==> src/pfc_pkg.sv <==
// constants, field layouts and carrier types of the pulser control block
// assumes a 20 MHz system clock; shared by the control top, its checker and its bench
package pfc_pkg;

  // ****************************************************************
  // clock and timing
  // ****************************************************************
  localparam int unsigned CLK_HZ = 20_000_000;
  localparam int unsigned CLK_PER_US = CLK_HZ / 1_000_000;
  localparam int unsigned AUTOCLR_TIME_US = 6000;
  localparam int unsigned AUTOCLR_CYC = AUTOCLR_TIME_US * CLK_PER_US;
  localparam int unsigned PWRUP_TIME_S = 5;
  localparam int unsigned PWRUP_CYC = PWRUP_TIME_S * CLK_HZ;
  localparam int unsigned OC_INHIBIT_TIME_US = 6500;
  localparam int unsigned OC_INHIBIT_CYC = OC_INHIBIT_TIME_US * CLK_PER_US;
  localparam int unsigned RATE_MAX_KHZ = 250;
  localparam int unsigned RATE_MIN_PERIOD_CYC = CLK_HZ / (RATE_MAX_KHZ * 1000);
  localparam int unsigned DEBOUNCE_TIME_US = 10;
  localparam int unsigned DEBOUNCE_CYC = DEBOUNCE_TIME_US * CLK_PER_US;

  // ****************************************************************
  // register map (byte addresses)
  // ****************************************************************
  localparam int unsigned ADDR_W = 8;
  localparam logic [ADDR_W-1:0] REG_CTRL = 8'h00;
  localparam logic [ADDR_W-1:0] REG_STATE = 8'h04;
  localparam logic [ADDR_W-1:0] REG_IRQ_STATUS = 8'h08;
  localparam logic [ADDR_W-1:0] REG_IRQ_MASK = 8'h0C;
  localparam int unsigned CTRL_ALLOW_BIT = 0;
  localparam logic CTRL_ALLOW_RST = 1'h1;
  localparam int unsigned EVT_W = 5;
  localparam logic [EVT_W-1:0] IRQ_MASK_RST = 5'h00;

  // ****************************************************************
  // carrier types
  // ****************************************************************
  typedef struct packed {
    logic panel_press;
    logic enable_n;
    logic invert_n;
    logic remote_n;
    logic interlock_n;
    logic autoclr_n;
  } pfc_pins_type;
  localparam int unsigned PINS_W = $bits(pfc_pins_type);
  // pulled-up pins idle high, the panel button idles released
  localparam logic [PINS_W-1:0] PINS_IDLE = 6'h1F;

  typedef struct packed {
    logic overcurrent;
    logic gate;
  } pfc_fast_type;
  localparam int unsigned FAST_W = $bits(pfc_fast_type);
  localparam logic [FAST_W-1:0] FAST_IDLE = 2'h0;

  typedef struct packed {
    logic rate_err;
    logic overcurrent;
    logic enabled;
    logic fault_clr;
    logic fault_set;
  } pfc_evt_type;

  typedef struct packed {
    logic gate_seen;
    logic interlock_ok;
    logic remote_mode;
    logic rate_err;
    logic oc_inhibit;
    logic pwrup_pending;
    logic fault_latched;
    logic out_enabled;
  } pfc_state_type;

  typedef enum logic [1:0] {
    ST_FAULT = 2'b00,
    ST_IDLE = 2'b01,
    ST_ENABLED = 2'b10
  } pfc_mode_type;

endpackage : pfc_pkg

==> src/pfc_in_sync.sv <==
// three-stage synchroniser with agreement filter and debounce count
// assumes inputs are asynchronous to i_sys_clk
`timescale 1ns/10ps
module pfc_in_sync
#(
  parameter int unsigned W = 1,
  parameter int unsigned DEB_CYC = 1,
  parameter logic [W-1:0] RST_VAL = '0
)
(
  input wire logic i_sys_clk,
  input wire logic i_rst_n,
  input wire logic i_ce,
  input wire logic [W-1:0] i_async,
  output logic [W-1:0] o_sync
);

  localparam int unsigned CW = $clog2(DEB_CYC + 1);

  logic [W-1:0] s1;
  logic [W-1:0] s2;
  logic [W-1:0] s3;
  logic [CW-1:0] cnt [W];

  // a new level is only believed once stages two and three agree
  wire [W-1:0] agree_new = ~(s2 ^ s3) & (s3 ^ o_sync);

  always_ff @(posedge i_sys_clk)
  begin
    if (!i_rst_n)
    begin
      s1 <= RST_VAL;
      s2 <= RST_VAL;
      s3 <= RST_VAL;
      o_sync <= RST_VAL;
      for (int i = 0; i < W; i++)
        cnt[i] <= '0;
    end
    else if (i_ce)
    begin
      s1 <= i_async;
      s2 <= s1;
      s3 <= s2;
      for (int i = 0; i < W; i++)
      begin
        if (!agree_new[i])
          cnt[i] <= '0;
        else if (cnt[i] == CW'(DEB_CYC - 1))
        begin
          o_sync[i] <= s3[i];
          cnt[i] <= '0;
        end
        else
          cnt[i] <= cnt[i] + 1'h1;
      end
    end
  end

endmodule : pfc_in_sync

==> src/pfc_hold_timer.sv <==
// saturating run timer: o_done holds while i_run has lasted LIMIT cycles
// assumes i_run comes from logic on the same clock
`timescale 1ns/10ps
module pfc_hold_timer
#(
  parameter int unsigned LIMIT = 16
)
(
  input wire logic i_sys_clk,
  input wire logic i_rst_n,
  input wire logic i_ce,
  input wire logic i_run,
  output logic o_done
);

  localparam int unsigned CW = $clog2(LIMIT + 1);

  logic [CW-1:0] cnt;

  wire at_limit = (cnt == CW'(LIMIT));

  always_ff @(posedge i_sys_clk)
  begin
    if (!i_rst_n)
      cnt <= '0;
    else if (i_ce)
    begin
      if (!i_run)
        cnt <= '0;
      else if (!at_limit)
        cnt <= cnt + 1'h1;
    end
  end

  assign o_done = i_run & at_limit;

endmodule : pfc_hold_timer

==> src/pfc_ctrl.sv <==
// pulser enable and fault control with an AHB-Lite register slave
// assumes rear-panel pins, panel button, gate and overcurrent are asynchronous
//
// Added by the designer: the register addresses and the AHB-Lite register port.
`timescale 1ns/10ps

// Function
// - unconnected remote pins read inactive high
// - remote select low blocks panel enable
// - enable, interlock, invert, self-clear always active
// - enable rising edge clears fault or enables
// - invert low inverts the gate internally
// - no enable unless interlock held low
// - interlock loss and overcurrent raise fault
// - self-clear low clears fault after 6 ms
// - self-clear high keeps fault until manual clear
// - power-up starts faulted, output disabled
// - gate present clears power-up fault in 5 s
// - enable during power-up fault is ignored
// - output follows gate width and rate
// - over 15 A: indicator, inhibit about 6.5 ms
// - gate above 250 kHz: indicator, inhibit (code also trips at exactly 250 kHz, an 80-cycle period)
// - gate high selects high supply, else low
module pfc_ctrl
  import pfc_pkg::*;
#(
  parameter int unsigned AUTOCLR_CYC_P = AUTOCLR_CYC,
  parameter int unsigned PWRUP_CYC_P = PWRUP_CYC,
  parameter int unsigned OC_INHIBIT_CYC_P = OC_INHIBIT_CYC,
  parameter int unsigned RATE_MIN_PERIOD_CYC_P = RATE_MIN_PERIOD_CYC,
  parameter int unsigned DEBOUNCE_CYC_P = DEBOUNCE_CYC
)
(
  input wire logic i_sys_clk,
  input wire logic i_rst_n,
  input wire logic i_ce,
  // rear-panel control pins, active low, pulled up at the pad
  input wire logic i_enable_n,
  input wire logic i_invert_n,
  input wire logic i_remote_n,
  input wire logic i_interlock_n,
  input wire logic i_autoclr_n,
  // front-panel enable button, high while pressed
  input wire logic i_panel_press,
  // gate input and overcurrent comparator
  input wire logic i_gate,
  input wire logic i_overcurrent,
  // AHB-Lite slave
  input wire logic i_hsel,
  input wire logic [31:0] i_haddr,
  input wire logic [1:0] i_htrans,
  input wire logic i_hwrite,
  input wire logic [2:0] i_hsize,
  input wire logic [31:0] i_hwdata,
  input wire logic i_hready,
  output logic o_hreadyout,
  output logic o_hresp,
  output logic [31:0] o_hrdata,
  // output stage and indicators
  output logic o_drive_high,
  output logic o_drive_low,
  output logic o_led_enabled,
  output logic o_led_gated,
  output logic o_led_overcurrent,
  output logic o_led_rate_err,
  output logic o_fault,
  output logic o_irq
);

  localparam int unsigned OCW = $clog2(OC_INHIBIT_CYC_P + 1);
  localparam int unsigned PW = $clog2(RATE_MIN_PERIOD_CYC_P + 1);

  // ****************************************************************
  // input conditioning
  // ****************************************************************
  pfc_pins_type pins;
  pfc_fast_type fast;
  // slow control pins get the full debounce; their reset value is idle
  pfc_in_sync #(.W(PINS_W), .DEB_CYC(DEBOUNCE_CYC_P), .RST_VAL(PINS_IDLE)) u_pin_sync (
    .i_sys_clk(i_sys_clk),
    .i_rst_n(i_rst_n),
    .i_ce(i_ce),
    .i_async({i_panel_press, i_enable_n, i_invert_n, i_remote_n, i_interlock_n, i_autoclr_n}),
    .o_sync(pins)
  );

  // gate and comparator are not debounced so short pulses survive
  pfc_in_sync #(.W(FAST_W), .DEB_CYC(1), .RST_VAL(FAST_IDLE)) u_fast_sync (
    .i_sys_clk(i_sys_clk),
    .i_rst_n(i_rst_n),
    .i_ce(i_ce),
    .i_async({i_overcurrent, i_gate}),
    .o_sync(fast)
  );

  // ****************************************************************
  // edges and levels
  // ****************************************************************
  logic en_prev;
  logic pb_prev;
  logic il_prev;
  logic oc_prev;
  logic gate_prev;

  wire il_ok = ~pins.interlock_n;
  wire remote_mode = ~pins.remote_n;
  wire autoclr_on = ~pins.autoclr_n;
  wire remote_rise = pins.enable_n & ~en_prev;
  wire panel_rise = pins.panel_press & ~pb_prev;
  wire panel_edge = panel_rise & ~remote_mode;
  wire enable_edge = remote_rise | panel_edge;
  wire il_lost = il_prev & ~il_ok;
  wire oc_rise = fast.overcurrent & ~oc_prev;
  wire gate_rise = fast.gate & ~gate_prev;
  wire fault_evt = il_lost | oc_rise;

  always_ff @(posedge i_sys_clk)
  begin
    if (!i_rst_n)
    begin
      en_prev <= 1'h1;
      pb_prev <= 1'h0;
      il_prev <= 1'h0;
      oc_prev <= 1'h0;
      gate_prev <= 1'h0;
    end
    else if (i_ce)
    begin
      en_prev <= pins.enable_n;
      pb_prev <= pins.panel_press;
      il_prev <= il_ok;
      oc_prev <= fast.overcurrent;
      gate_prev <= fast.gate;
    end
  end

  // ****************************************************************
  // fault timers
  // ****************************************************************
  pfc_mode_type mode;
  pfc_mode_type next_mode;
  logic pwrup_pending;
  logic gate_seen;
  logic auto_done;
  logic pwrup_done;

  // a fresh fault restarts the self-clear wait
  wire auto_run = (mode == ST_FAULT) & ~pwrup_pending & autoclr_on & ~fault_evt;
  wire pwrup_run = pwrup_pending & gate_seen;
  pfc_hold_timer #(.LIMIT(AUTOCLR_CYC_P)) u_auto_timer (
    .i_sys_clk(i_sys_clk),
    .i_rst_n(i_rst_n),
    .i_ce(i_ce),
    .i_run(auto_run),
    .o_done(auto_done)
  );

  pfc_hold_timer #(.LIMIT(PWRUP_CYC_P)) u_pwrup_timer (
    .i_sys_clk(i_sys_clk),
    .i_rst_n(i_rst_n),
    .i_ce(i_ce),
    .i_run(pwrup_run),
    .o_done(pwrup_done)
  );

  always_ff @(posedge i_sys_clk)
  begin
    if (!i_rst_n)
    begin
      pwrup_pending <= 1'h1;
      gate_seen <= 1'h0;
    end
    else if (i_ce)
    begin
      if (pwrup_done)
        pwrup_pending <= 1'h0;
      if (gate_rise)
        gate_seen <= 1'h1;
    end
  end

  // ****************************************************************
  // output-enable state
  // ****************************************************************
  // while the power-up fault is pending only its own timer can clear it
  wire clear_ok = pwrup_pending ? pwrup_done : (enable_edge | auto_done);

  always_comb
  begin
    next_mode = mode;
    if (fault_evt)
      next_mode = ST_FAULT;
    else
    begin
      unique case (mode)
        ST_FAULT:
          if (clear_ok)
            next_mode = ST_IDLE;
        ST_IDLE:
          if (enable_edge && il_ok)
            next_mode = ST_ENABLED;
        ST_ENABLED:
          if (enable_edge)
            next_mode = ST_IDLE;
        default:
          next_mode = ST_FAULT;
      endcase
    end
  end

  always_ff @(posedge i_sys_clk)
  begin
    if (!i_rst_n)
      mode <= ST_FAULT;
    else if (i_ce)
      mode <= next_mode;
  end

  // ****************************************************************
  // overcurrent inhibit and gate rate check
  // ****************************************************************
  logic [OCW-1:0] oc_cnt;
  logic [PW-1:0] per_cnt;
  logic rate_err;

  wire oc_inhibit = (oc_cnt != '0);
  wire per_sat = (per_cnt == PW'(RATE_MIN_PERIOD_CYC_P));
  wire too_fast = gate_rise & ~per_sat;

  always_ff @(posedge i_sys_clk)
  begin
    if (!i_rst_n)
    begin
      oc_cnt <= '0;
      per_cnt <= PW'(RATE_MIN_PERIOD_CYC_P);
      rate_err <= 1'h0;
    end
    else if (i_ce)
    begin
      if (oc_rise)
        oc_cnt <= OCW'(OC_INHIBIT_CYC_P);
      else if (oc_inhibit)
        oc_cnt <= oc_cnt - 1'h1;
      if (gate_rise)
      begin
        per_cnt <= '0;
        rate_err <= too_fast;
      end
      else if (!per_sat)
        per_cnt <= per_cnt + 1'h1;
    end
  end

  // ****************************************************************
  // gate path to the output stage
  // ****************************************************************
  logic ctrl_allow;
  wire eff_gate = pins.invert_n ? fast.gate : ~fast.gate;
  wire active = (mode == ST_ENABLED) & ~oc_inhibit & ~rate_err & ctrl_allow;
  wire drive_hi = active & eff_gate;

  always_ff @(posedge i_sys_clk)
  begin
    if (!i_rst_n)
    begin
      o_drive_high <= 1'h0;
      o_drive_low <= 1'h1;
      o_led_enabled <= 1'h0;
      o_led_gated <= 1'h0;
      o_led_overcurrent <= 1'h0;
      o_led_rate_err <= 1'h0;
      o_fault <= 1'h1;
    end
    else if (i_ce)
    begin
      o_drive_high <= drive_hi;
      o_drive_low <= ~drive_hi;
      o_led_enabled <= (next_mode == ST_ENABLED);
      o_led_gated <= fast.gate;
      o_led_overcurrent <= oc_rise | (oc_cnt > OCW'(1));
      o_led_rate_err <= gate_rise ? too_fast : rate_err;
      o_fault <= (next_mode == ST_FAULT);
    end
  end

  // ****************************************************************
  // register slave
  // ****************************************************************
  logic wr_pend;
  logic [ADDR_W-1:0] wr_addr;
  logic [EVT_W-1:0] irq_status;
  logic [EVT_W-1:0] irq_mask;
  pfc_evt_type evt;
  pfc_state_type state_v;

  // a frozen clock enable must also hold the bus
  assign o_hreadyout = i_ce;
  assign o_hresp = 1'h0;

  wire addr_ok = i_hsel & i_hready & i_htrans[1];
  wire [ADDR_W-1:0] a_addr = i_haddr[ADDR_W-1:0];
  wire wr_ctrl = wr_pend & (wr_addr == REG_CTRL);
  wire wr_status = wr_pend & (wr_addr == REG_IRQ_STATUS);
  wire wr_mask = wr_pend & (wr_addr == REG_IRQ_MASK);
  wire [EVT_W-1:0] w1c = wr_status ? i_hwdata[EVT_W-1:0] : '0;

  assign evt = '{fault_set: fault_evt, fault_clr: (mode == ST_FAULT) & (next_mode == ST_IDLE),
                 enabled: (mode != ST_ENABLED) & (next_mode == ST_ENABLED), overcurrent: oc_rise,
                 rate_err: too_fast & ~rate_err};

  assign state_v = '{gate_seen: gate_seen, interlock_ok: il_ok, remote_mode: remote_mode, rate_err: rate_err,
                     oc_inhibit: oc_inhibit, pwrup_pending: pwrup_pending, fault_latched: (mode == ST_FAULT),
                     out_enabled: (mode == ST_ENABLED)};

  // new events win over a clear in the same cycle
  wire [EVT_W-1:0] next_irq_status = (irq_status & ~w1c) | evt;

  wire [31:0] rd_ctrl = {31'h0, ctrl_allow};
  wire [31:0] rd_state = {24'h0, state_v};
  wire [31:0] rd_status = {27'h0, irq_status};
  wire [31:0] rd_mask = {27'h0, irq_mask};
  wire [31:0] rd_val = (a_addr == REG_CTRL) ? rd_ctrl :
                       (a_addr == REG_STATE) ? rd_state :
                       (a_addr == REG_IRQ_STATUS) ? rd_status :
                       (a_addr == REG_IRQ_MASK) ? rd_mask : 32'h0;

  always_ff @(posedge i_sys_clk)
  begin
    if (!i_rst_n)
    begin
      wr_pend <= 1'h0;
      wr_addr <= '0;
      o_hrdata <= 32'h0;
    end
    else if (i_ce)
    begin
      wr_pend <= addr_ok & i_hwrite;
      wr_addr <= a_addr;
      o_hrdata <= (addr_ok && !i_hwrite) ? rd_val : 32'h0;
    end
  end

  always_ff @(posedge i_sys_clk)
  begin
    if (!i_rst_n)
    begin
      ctrl_allow <= CTRL_ALLOW_RST;
      irq_mask <= IRQ_MASK_RST;
      irq_status <= '0;
      o_irq <= 1'h0;
    end
    else if (i_ce)
    begin
      if (wr_ctrl)
        ctrl_allow <= i_hwdata[CTRL_ALLOW_BIT];
      if (wr_mask)
        irq_mask <= i_hwdata[EVT_W-1:0];
      irq_status <= next_irq_status;
      o_irq <= |(next_irq_status & irq_mask);
    end
  end

endmodule : pfc_ctrl

==> config.mk <==
export PLATFORM = sky130hd
export DESIGN_NAME = pfc_ctrl
export DESIGN_NICKNAME = d
export VERILOG_FILES = /design/src/pfc_pkg.sv /design/src/pfc_in_sync.sv /design/src/pfc_hold_timer.sv /design/src/pfc_ctrl.sv
export SDC_FILE = /design/constraint.sdc
export NUM_CORES = 1
export LEC_CHECK = 0
export BUFFER_PORTS_ARGS = -buffer_cell sky130_fd_sc_hd__buf_2
export CORE_AREA = 2 2 188 190
export DETAILED_ROUTE_END_ITERATION = 7
export DIE_AREA = 0 0 190 192
export PLACE_DENSITY_LB_ADDON = 0.3
export SLEW_MARGIN = 40
export SYNTH_ARGS = -nofsm -noshare
export SYNTH_HDL_FRONTEND = slang
export SYNTH_HIERARCHICAL = 1
export SYNTH_SLANG_ARGS = --single-unit
==> constraint.sdc <==
create_clock -name i_sys_clk -period 4.2 [get_ports i_sys_clk]
set_clock_uncertainty 0.2 [all_clocks]
set_input_delay 0.42 -clock i_sys_clk [delete_from_list [all_inputs] [get_ports i_sys_clk]]
set_output_delay 0.42 -clock i_sys_clk [all_outputs]
set_load 0.02 [all_outputs]
Word-level counts from Yosys, hierarchy flattened
Memory sizes are Yosys's and may differ from the RTL's.
Cells that the tools add are included.
{"block": "op_classes", "add_sub_neg": 12, "order_cmp": 1, "n_reduce_logical": 26, "n_eq_ne": 22, "n_bitwise": 82, "n_mux": 159}
{"operator": "$mux W8", "count": 21}
{"operator": "$mux W1", "count": 122}
{"operator": "$mux W17", "count": 4}
{"operator": "$mux W27", "count": 2}
{"operator": "$add A8 B1 Y8 const B", "count": 6}
{"operator": "$eq A8 B8 Y1 const B", "count": 6}
{"operator": "$eq A8 B4 Y1 const B", "count": 4}
{"operator": "$or A1 B1 Y1", "count": 28}
{"operator": "$add A27 B1 Y27 const B", "count": 1}
{"operator": "$eq A27 B27 Y1 const B", "count": 1}
{"operator": "$and A1 B1 Y1", "count": 26}
{"operator": "$reduce_and A3 Y1", "count": 8}
{"operator": "$add A17 B1 Y17 const B", "count": 1}
{"operator": "$eq A17 B17 Y1 const B", "count": 1}
{"operator": "$gt A17 B1 Y1 const B", "count": 1}
{"operator": "$reduce_bool A17 Y1", "count": 1}
{"operator": "$sub A17 B1 Y17 const B", "count": 1}
{"operator": "$logic_not A8 Y1", "count": 2}
{"operator": "$not A1 Y1", "count": 16}
{"operator": "$reduce_and A2 Y1", "count": 8}
{"operator": "$mux W5", "count": 3}
{"operator": "$mux W7", "count": 2}
{"operator": "$xor A6 B6 Y6", "count": 2}
{"operator": "$and A5 B5 Y5", "count": 2}
{"operator": "other kinds (21)", "count": 33}
{"block": "totals", "wordCells": 343, "reg_bits": 168, "ramBits": 50, "inputBits": 83, "n_memories": 2, "out_inout_bits": 42}
{"name": "u_pin_sync.cnt", "words": 6, "width": 8, "read_ports": 6, "rd_ports_with_merged_regs": 0, "write_ports": 6, "line": "pfc_in_sync.sv:23", "source": "logic [CW-1:0] cnt [W];"}
{"name": "u_fast_sync.cnt", "words": 2, "width": 1, "read_ports": 2, "rd_ports_with_merged_regs": 0, "write_ports": 2, "line": "pfc_in_sync.sv:23"}

Logic depth before layout (Yosys ltp)
{"block": "depth", "depth_word": 16, "ltp_mapped": 11, "mapped_depth_nobuf": 10}

By module
Netlist, hierarchy kept.
{"module": "pfc_in_sync at u_pin_sync", "area_per_inst_um2": 3621.0, "seq_area_each_um2": 1921.8, "cells_per_inst": 333, "n_inst": 1}
{"module": "pfc_ctrl", "area_per_inst_um2": 3512.1, "seq_area_each_um2": 1361.3, "cells_per_inst": 414, "n_inst": 1}
{"module": "pfc_hold_timer at u_pwrup_timer", "area_per_inst_um2": 1600.3, "seq_area_each_um2": 540.5, "cells_per_inst": 211, "n_inst": 1}
{"module": "pfc_hold_timer at u_auto_timer", "area_per_inst_um2": 1044.8, "seq_area_each_um2": 340.3, "cells_per_inst": 123, "n_inst": 1}
{"module": "pfc_in_sync at u_fast_sync", "area_per_inst_um2": 414.1, "seq_area_each_um2": 220.2, "cells_per_inst": 33, "n_inst": 1}

Worst setup path after synthesis
Ideal clock, no wire load.
{"block": "synth_timing", "kind": "register -> register", "from": "register u_auto_timer.cnt[8]", "to": "register o_irq", "synth_period_minus_slack_ps": 2341, "required_ps": 3926, "arrival_ps": 2067, "path_buffers": 1, "stages_incl_launch_ff": 10, "slack_ps": 1859, "setup_time_ps": 74, "path_cell_list": "dfxtp_1 buf_6 or4b_1 or4_4 nor2_1 nor2_1 nand3_1 nor3b_1 a21oi_1 a31oi_1"}
{"block": "synth_via", "elab_chain_cells": 12, "elab_cells_between_ends": 14, "classes_between": "eq/ne: 3; mux: 4; bitwise: 6; reduce/logical: 1"}
{"item": "start, declared", "line": "pfc_hold_timer.sv:18", "source": "logic [CW-1:0] cnt;"}
{"item": "start signal, assigned", "line": "pfc_hold_timer.sv:31", "source": "cnt <= cnt + 1'h1;"}
{"item": "$eq A17 B17 Y1 (*)", "line": "pfc_hold_timer.sv:20", "source": "wire at_limit = (cnt == CW'(LIMIT));"}
{"item": "$and A1 B1 Y1 (*)", "line": "pfc_hold_timer.sv:35", "source": "assign o_done = i_run & at_limit;"}
{"item": "via auto_done", "line": "pfc_ctrl.sv:144", "source": "logic auto_done;"}
{"item": "$or A1 B1 Y1 (*)", "line": "pfc_ctrl.sv:186", "source": "wire clear_ok = pwrup_pending ? pwrup_done : (enable_edge | auto_done);"}
{"item": "$mux W1 (*)", "line": "pfc_ctrl.sv:186"}
{"item": "$mux W2 (*)", "line": "pfc_ctrl.sv:197", "source": "if (clear_ok)"}
{"item": "$pmux W2 S3 (*)", "line": "pfc_ctrl.sv:195", "source": "unique case (mode)"}
{"item": "$mux W2 (*)", "line": "pfc_ctrl.sv:191", "source": "if (fault_evt)"}
{"item": "$eq A2 B1 Y1 / $eq A2 B2 Y1 (equally long branches)", "line": "pfc_ctrl.sv:307, pfc_ctrl.sv:308"}
{"item": "$and A1 B1 Y1, on equally long branches", "line": "pfc_ctrl.sv:307, pfc_ctrl.sv:308"}
{"item": "$or A5 B5 Y5 (*)", "line": "pfc_ctrl.sv:316", "source": "wire [EVT_W-1:0] next_irq_status = (irq_status & ~w1c) | evt;"}
{"item": "$and A5 B5 Y5 (*)", "line": "pfc_ctrl.sv:359", "source": "o_irq <= |(next_irq_status & irq_mask);"}
{"item": "$reduce_or A5 Y1 (*)", "line": "pfc_ctrl.sv:359"}
{"item": "end signal, assigned", "line": "pfc_ctrl.sv:359"}
{"item": "end, declared", "line": "pfc_ctrl.sv:67", "source": "output logic o_irq"}
The timed path passes the listed nets; every way through them passes the cells marked *.
A chain may end at the register's enable or synchronous reset.

Worst setup path in the final report
{"block": "layout_timing", "from": "register pwrup_pending", "to": "register u_pwrup_timer.cnt[24]"}
{"block": "layout_via", "elab_chain_cells": 3, "elab_cells_between_ends": 4, "classes_between": "eq/ne: 1; mux: 1; bitwise: 1; reduce/logical: 1"}
{"item": "start, declared", "line": "pfc_ctrl.sv:142", "source": "logic pwrup_pending;"}
{"item": "start signal, assigned", "line": "pfc_ctrl.sv:170", "source": "pwrup_pending <= 1'h1;"}
{"item": "start signal, assigned", "line": "pfc_ctrl.sv:176", "source": "pwrup_pending <= 1'h0;"}
{"item": "$and A1 B1 Y1 (*)", "line": "pfc_ctrl.sv:149", "source": "wire pwrup_run = pwrup_pending & gate_seen;"}
{"item": "via pwrup_run", "line": "pfc_ctrl.sv:149"}
{"item": "$ne A2 B2 Y1 (no source line)"}
{"item": "$reduce_and A2 Y1 (no source line)"}
{"item": "end signal, assigned", "line": "pfc_hold_timer.sv:31"}
{"item": "end, declared", "line": "pfc_hold_timer.sv:18"}
Marked as above.

==> impl_metrics.yaml <==
detailed_routing:
  drt-total-wl_mm: 23.4
  drc: 0
  num_vias: 8270
  drtIter0Drc: 591
  wl_per_cell_um: 14.5
  drtAntennaViolNets: 0
  drt-vias-per-instance: 5.13
  first_pass_iters: 4
cts:
  cts_tree: "yes"
  clk_latency_ns: 0.43
  cts_hold_buf: 3
  htreeDepth: 4
  cts-buffers-inserted: 17
  cts_sinks: 194
  postCtsSetupBuffers: 0
  clk_pin_slew_ns: 0.08
  root_buffer: "clkbuf_16"
  cts_buffer_depth: 2
  postCtsResizedCells: 0
floorplan:
  io_pins: 125
  die-width_um: 190
  dieArea_mm2: 0.0365
  core-area_mm2: 0.0343
  start_util: 0.297
  die_h_um: 192
  rows: 68
synthesis:
  syn_inst: 1114
  netlist_area_mm2: 0.0102
  ys_warn_count: 6
  synthAdderAreaFrac: 0.0172
  synth-simple-area-share: 0.268
  synth_async_sr_flop_share: 0
  syn_avg_cell_area_um2: 9.15
  synth-edff-count: 50
  ys_ff_latch: 194
  ys.flop_type: "dfxtp_1"
  synth_cell_types: 92
  yosysSeqAreaShare: 0.430
  synth_compound_area_frac: 0.148
  synthXorXnorAreaFrac: 0.0309
  muxShareOfSynthArea: 0.0455
  synth_top_family_by_area: "simple AND/OR/NAND/NOR gates"
power_and_ir_drop:
  ir_drop_v: 0.000297
  p_leak_nw: 3.89
  power_frac_clock: 0.365
  p_per_area_mw_per_mm2: 409
  pwr-share-seq: 0.461
  switching_share: 0.290
  combPwrFrac: 0.175
  switchingPower_mw: 1.35
  p_int_mw: 3.30
  finalPower_mw: 4.65
setup_path:
  cp_data_arrival_time_ns: 3.12
  r2r_start: "pwrup_pending"
  critPathRequiredTime_ns: 4.36
  rrSetupSlack_ns: 1.24
  critical_path_class: "reg -> reg"
  worst-r2r-cell-count: 8
  crit_fanout: 21
  r2r_end: "u_pwrup_timer/cnt[24]"
  crit_path_start_kind: "register"
  critPathCaptureType: "register"
cells_and_area:
  drive_gt1_frac: 0.108
  syn_to_final_growth_pct: 11.4
  nFillCells: 3532
  layout_common_cells: "dfxtp_1, nand2_1, nor2_1, a21oi_1, nand3_1"
  layout_commonest_cell: "dfxtp_1"
  final_nets: 1241
grt:
  overflow: 0
  antenna_found_initial: 0
  grt_max_degree: 46
  grt_usage: 0.132
  grt_pass1_wl_mm: 39.2
  grt_pass1_vias: 7608
min_path:
  hold_depth: 3
  hold_class: "in -> reg"
  hold_end: "u_pin_sync/s1[5]"
  holdCritStartpoint: "i_panel_press"
placed_design:
  port_buffers: 44
  dpl.hpwl_mm: 15.5
  place_congestion: 0.785
timing:
  setup_viol: 0
  fin_crit_ns: 2.96
  drv_slew: 0
  relSlewSlack: 0.429
  period_share: 0.705
  max_freq_mhz: 338
  hold_violations: 0
  tightest_slew_ns: 0.849
  tns_ns: 0
  rsz0062_at_grt: "false"
status:
  run_status: "finished, final reports clean"
flow_run:
  max-cap-violations: 0
Yosys cell counts, drive strengths merged (14+ instances only):
library cell | instances | share of area
a211oi | 21 | 0.015
a21oi | 61 | 0.030
a31oi | 14 | 0.0086
buf | 45 | 0.035
clkbuf | 27 | 0.010
dfxtp | 144 | 0.28
edfxtp | 50 | 0.15
ha | 14 | 0.017
inv | 26 | 0.010
mux2i | 43 | 0.042
nand2 | 107 | 0.039
nand3 | 60 | 0.029
nand4 | 25 | 0.015
nor2 | 70 | 0.026
nor2b | 16 | 0.0098
nor3 | 49 | 0.026
o21ai | 62 | 0.033
or3 | 33 | 0.021
or4 | 24 | 0.019
xor2 | 25 | 0.021
routing by layer:
metal  GRT usage  up-vias  wire (um)
li1            -     4158          -
met1       0.182     3945      11800
met4      0.0304        0        159
met5           0        -          0
met3      0.0248        7        864
met2       0.212      160      10600
layout make-up:
| class | instances | area, um2 | area share |
|---|---|---|---|
| Antenna cell | 1 | 2.50 | 0.000220 |
| Sequential cell | 194 | 4380 | 0.386 |
| Multi-Input combinational cell | 843 | 5300 | 0.467 |
| Tap cell | 455 | 569 | 0.0502 |
| Clock inverter | 10 | 120 | 0.0106 |
| Clock buffer | 22 | 487 | 0.0429 |
| Timing Repair Buffer | 59 | 368 | 0.0324 |
| Inverter | 29 | 115 | 0.0101 |
how the worst max path moves through the flow:
stage / start / endpoint / slack (ns) / cells past startpoint
floorplan: u_auto_timer/cnt[8] / o_irq / 1.86 / 9
global placement: pwrup_pending / u_pwrup_timer/cnt[18] / 1.31 / 8
detailed placement: pwrup_pending / u_pwrup_timer/cnt[24] / 1.31 / 8
CTS: pwrup_pending / u_pwrup_timer/cnt[18] / 1.28 / 8
global route: pwrup_pending / u_pwrup_timer/cnt[24] / 0.98 / 8
finish: pwrup_pending / u_pwrup_timer/cnt[24] / 1.24 / 8
power groups by stage:
stage	Combinational (mW)	Sequential (mW)	Clock (mW)
global placement	0.805	2.18	0
detailed placement	0.812	2.18	0
CTS	0.816	2.14	1.75
floorplan	0.664	2.16	0
finish	0.812	2.14	1.70
global route	0.919	2.16	1.82
per-stage QoR:
stage               area (um2)  hold slack (ns)  instances  worst slack, ns  utilization
finish                   11300           0.0342       1613             1.24        0.331
global route             11300           0.0168       1612            0.978        0.331
global placement         10700            0.244       1577             1.31        0.312
floorplan                10300            0.232       1139             1.86            -
detailed placement       10700            0.248       1577             1.31        0.312
CTS                      11300           0.0147       1612             1.28        0.331
worst max-delay path: stages (launching register included):
cell	delay, ns
dfxtp_1	0.49
and2_1	0.18
buf_4	0.27
nor4b_1	0.38
nand4_1	0.32
o21ai_2	0.44
buf_4	0.34
o21ai_0	0.13
a21oi_1	0.13
state kept, by name, summed over array words and instances (netlist names), 5 cells and up:
name               flops
u_pin_sync/cnt        48
u_pwrup_timer/cnt     27
oc_cnt                17
u_auto_timer/cnt      17
o_hrdata               8
wr_addr                8
per_cnt                7
u_pin_sync/o_sync      6
u_pin_sync/s1          6
u_pin_sync/s2          6
u_pin_sync/s3          6
irq_mask               5
irq_status             5
cell families after synthesis:
family / after synthesis
flip-flops: 194
XOR/XNOR: 36
adder cells (fa/ha/maj): 14
buffers and inverters: 102
AND/OR/NAND/NOR: 489
multiplexers: 45
other: 2
AO/OA/AOI/OAI: 232
Note: power is estimated with default switching activity, not from simulation.
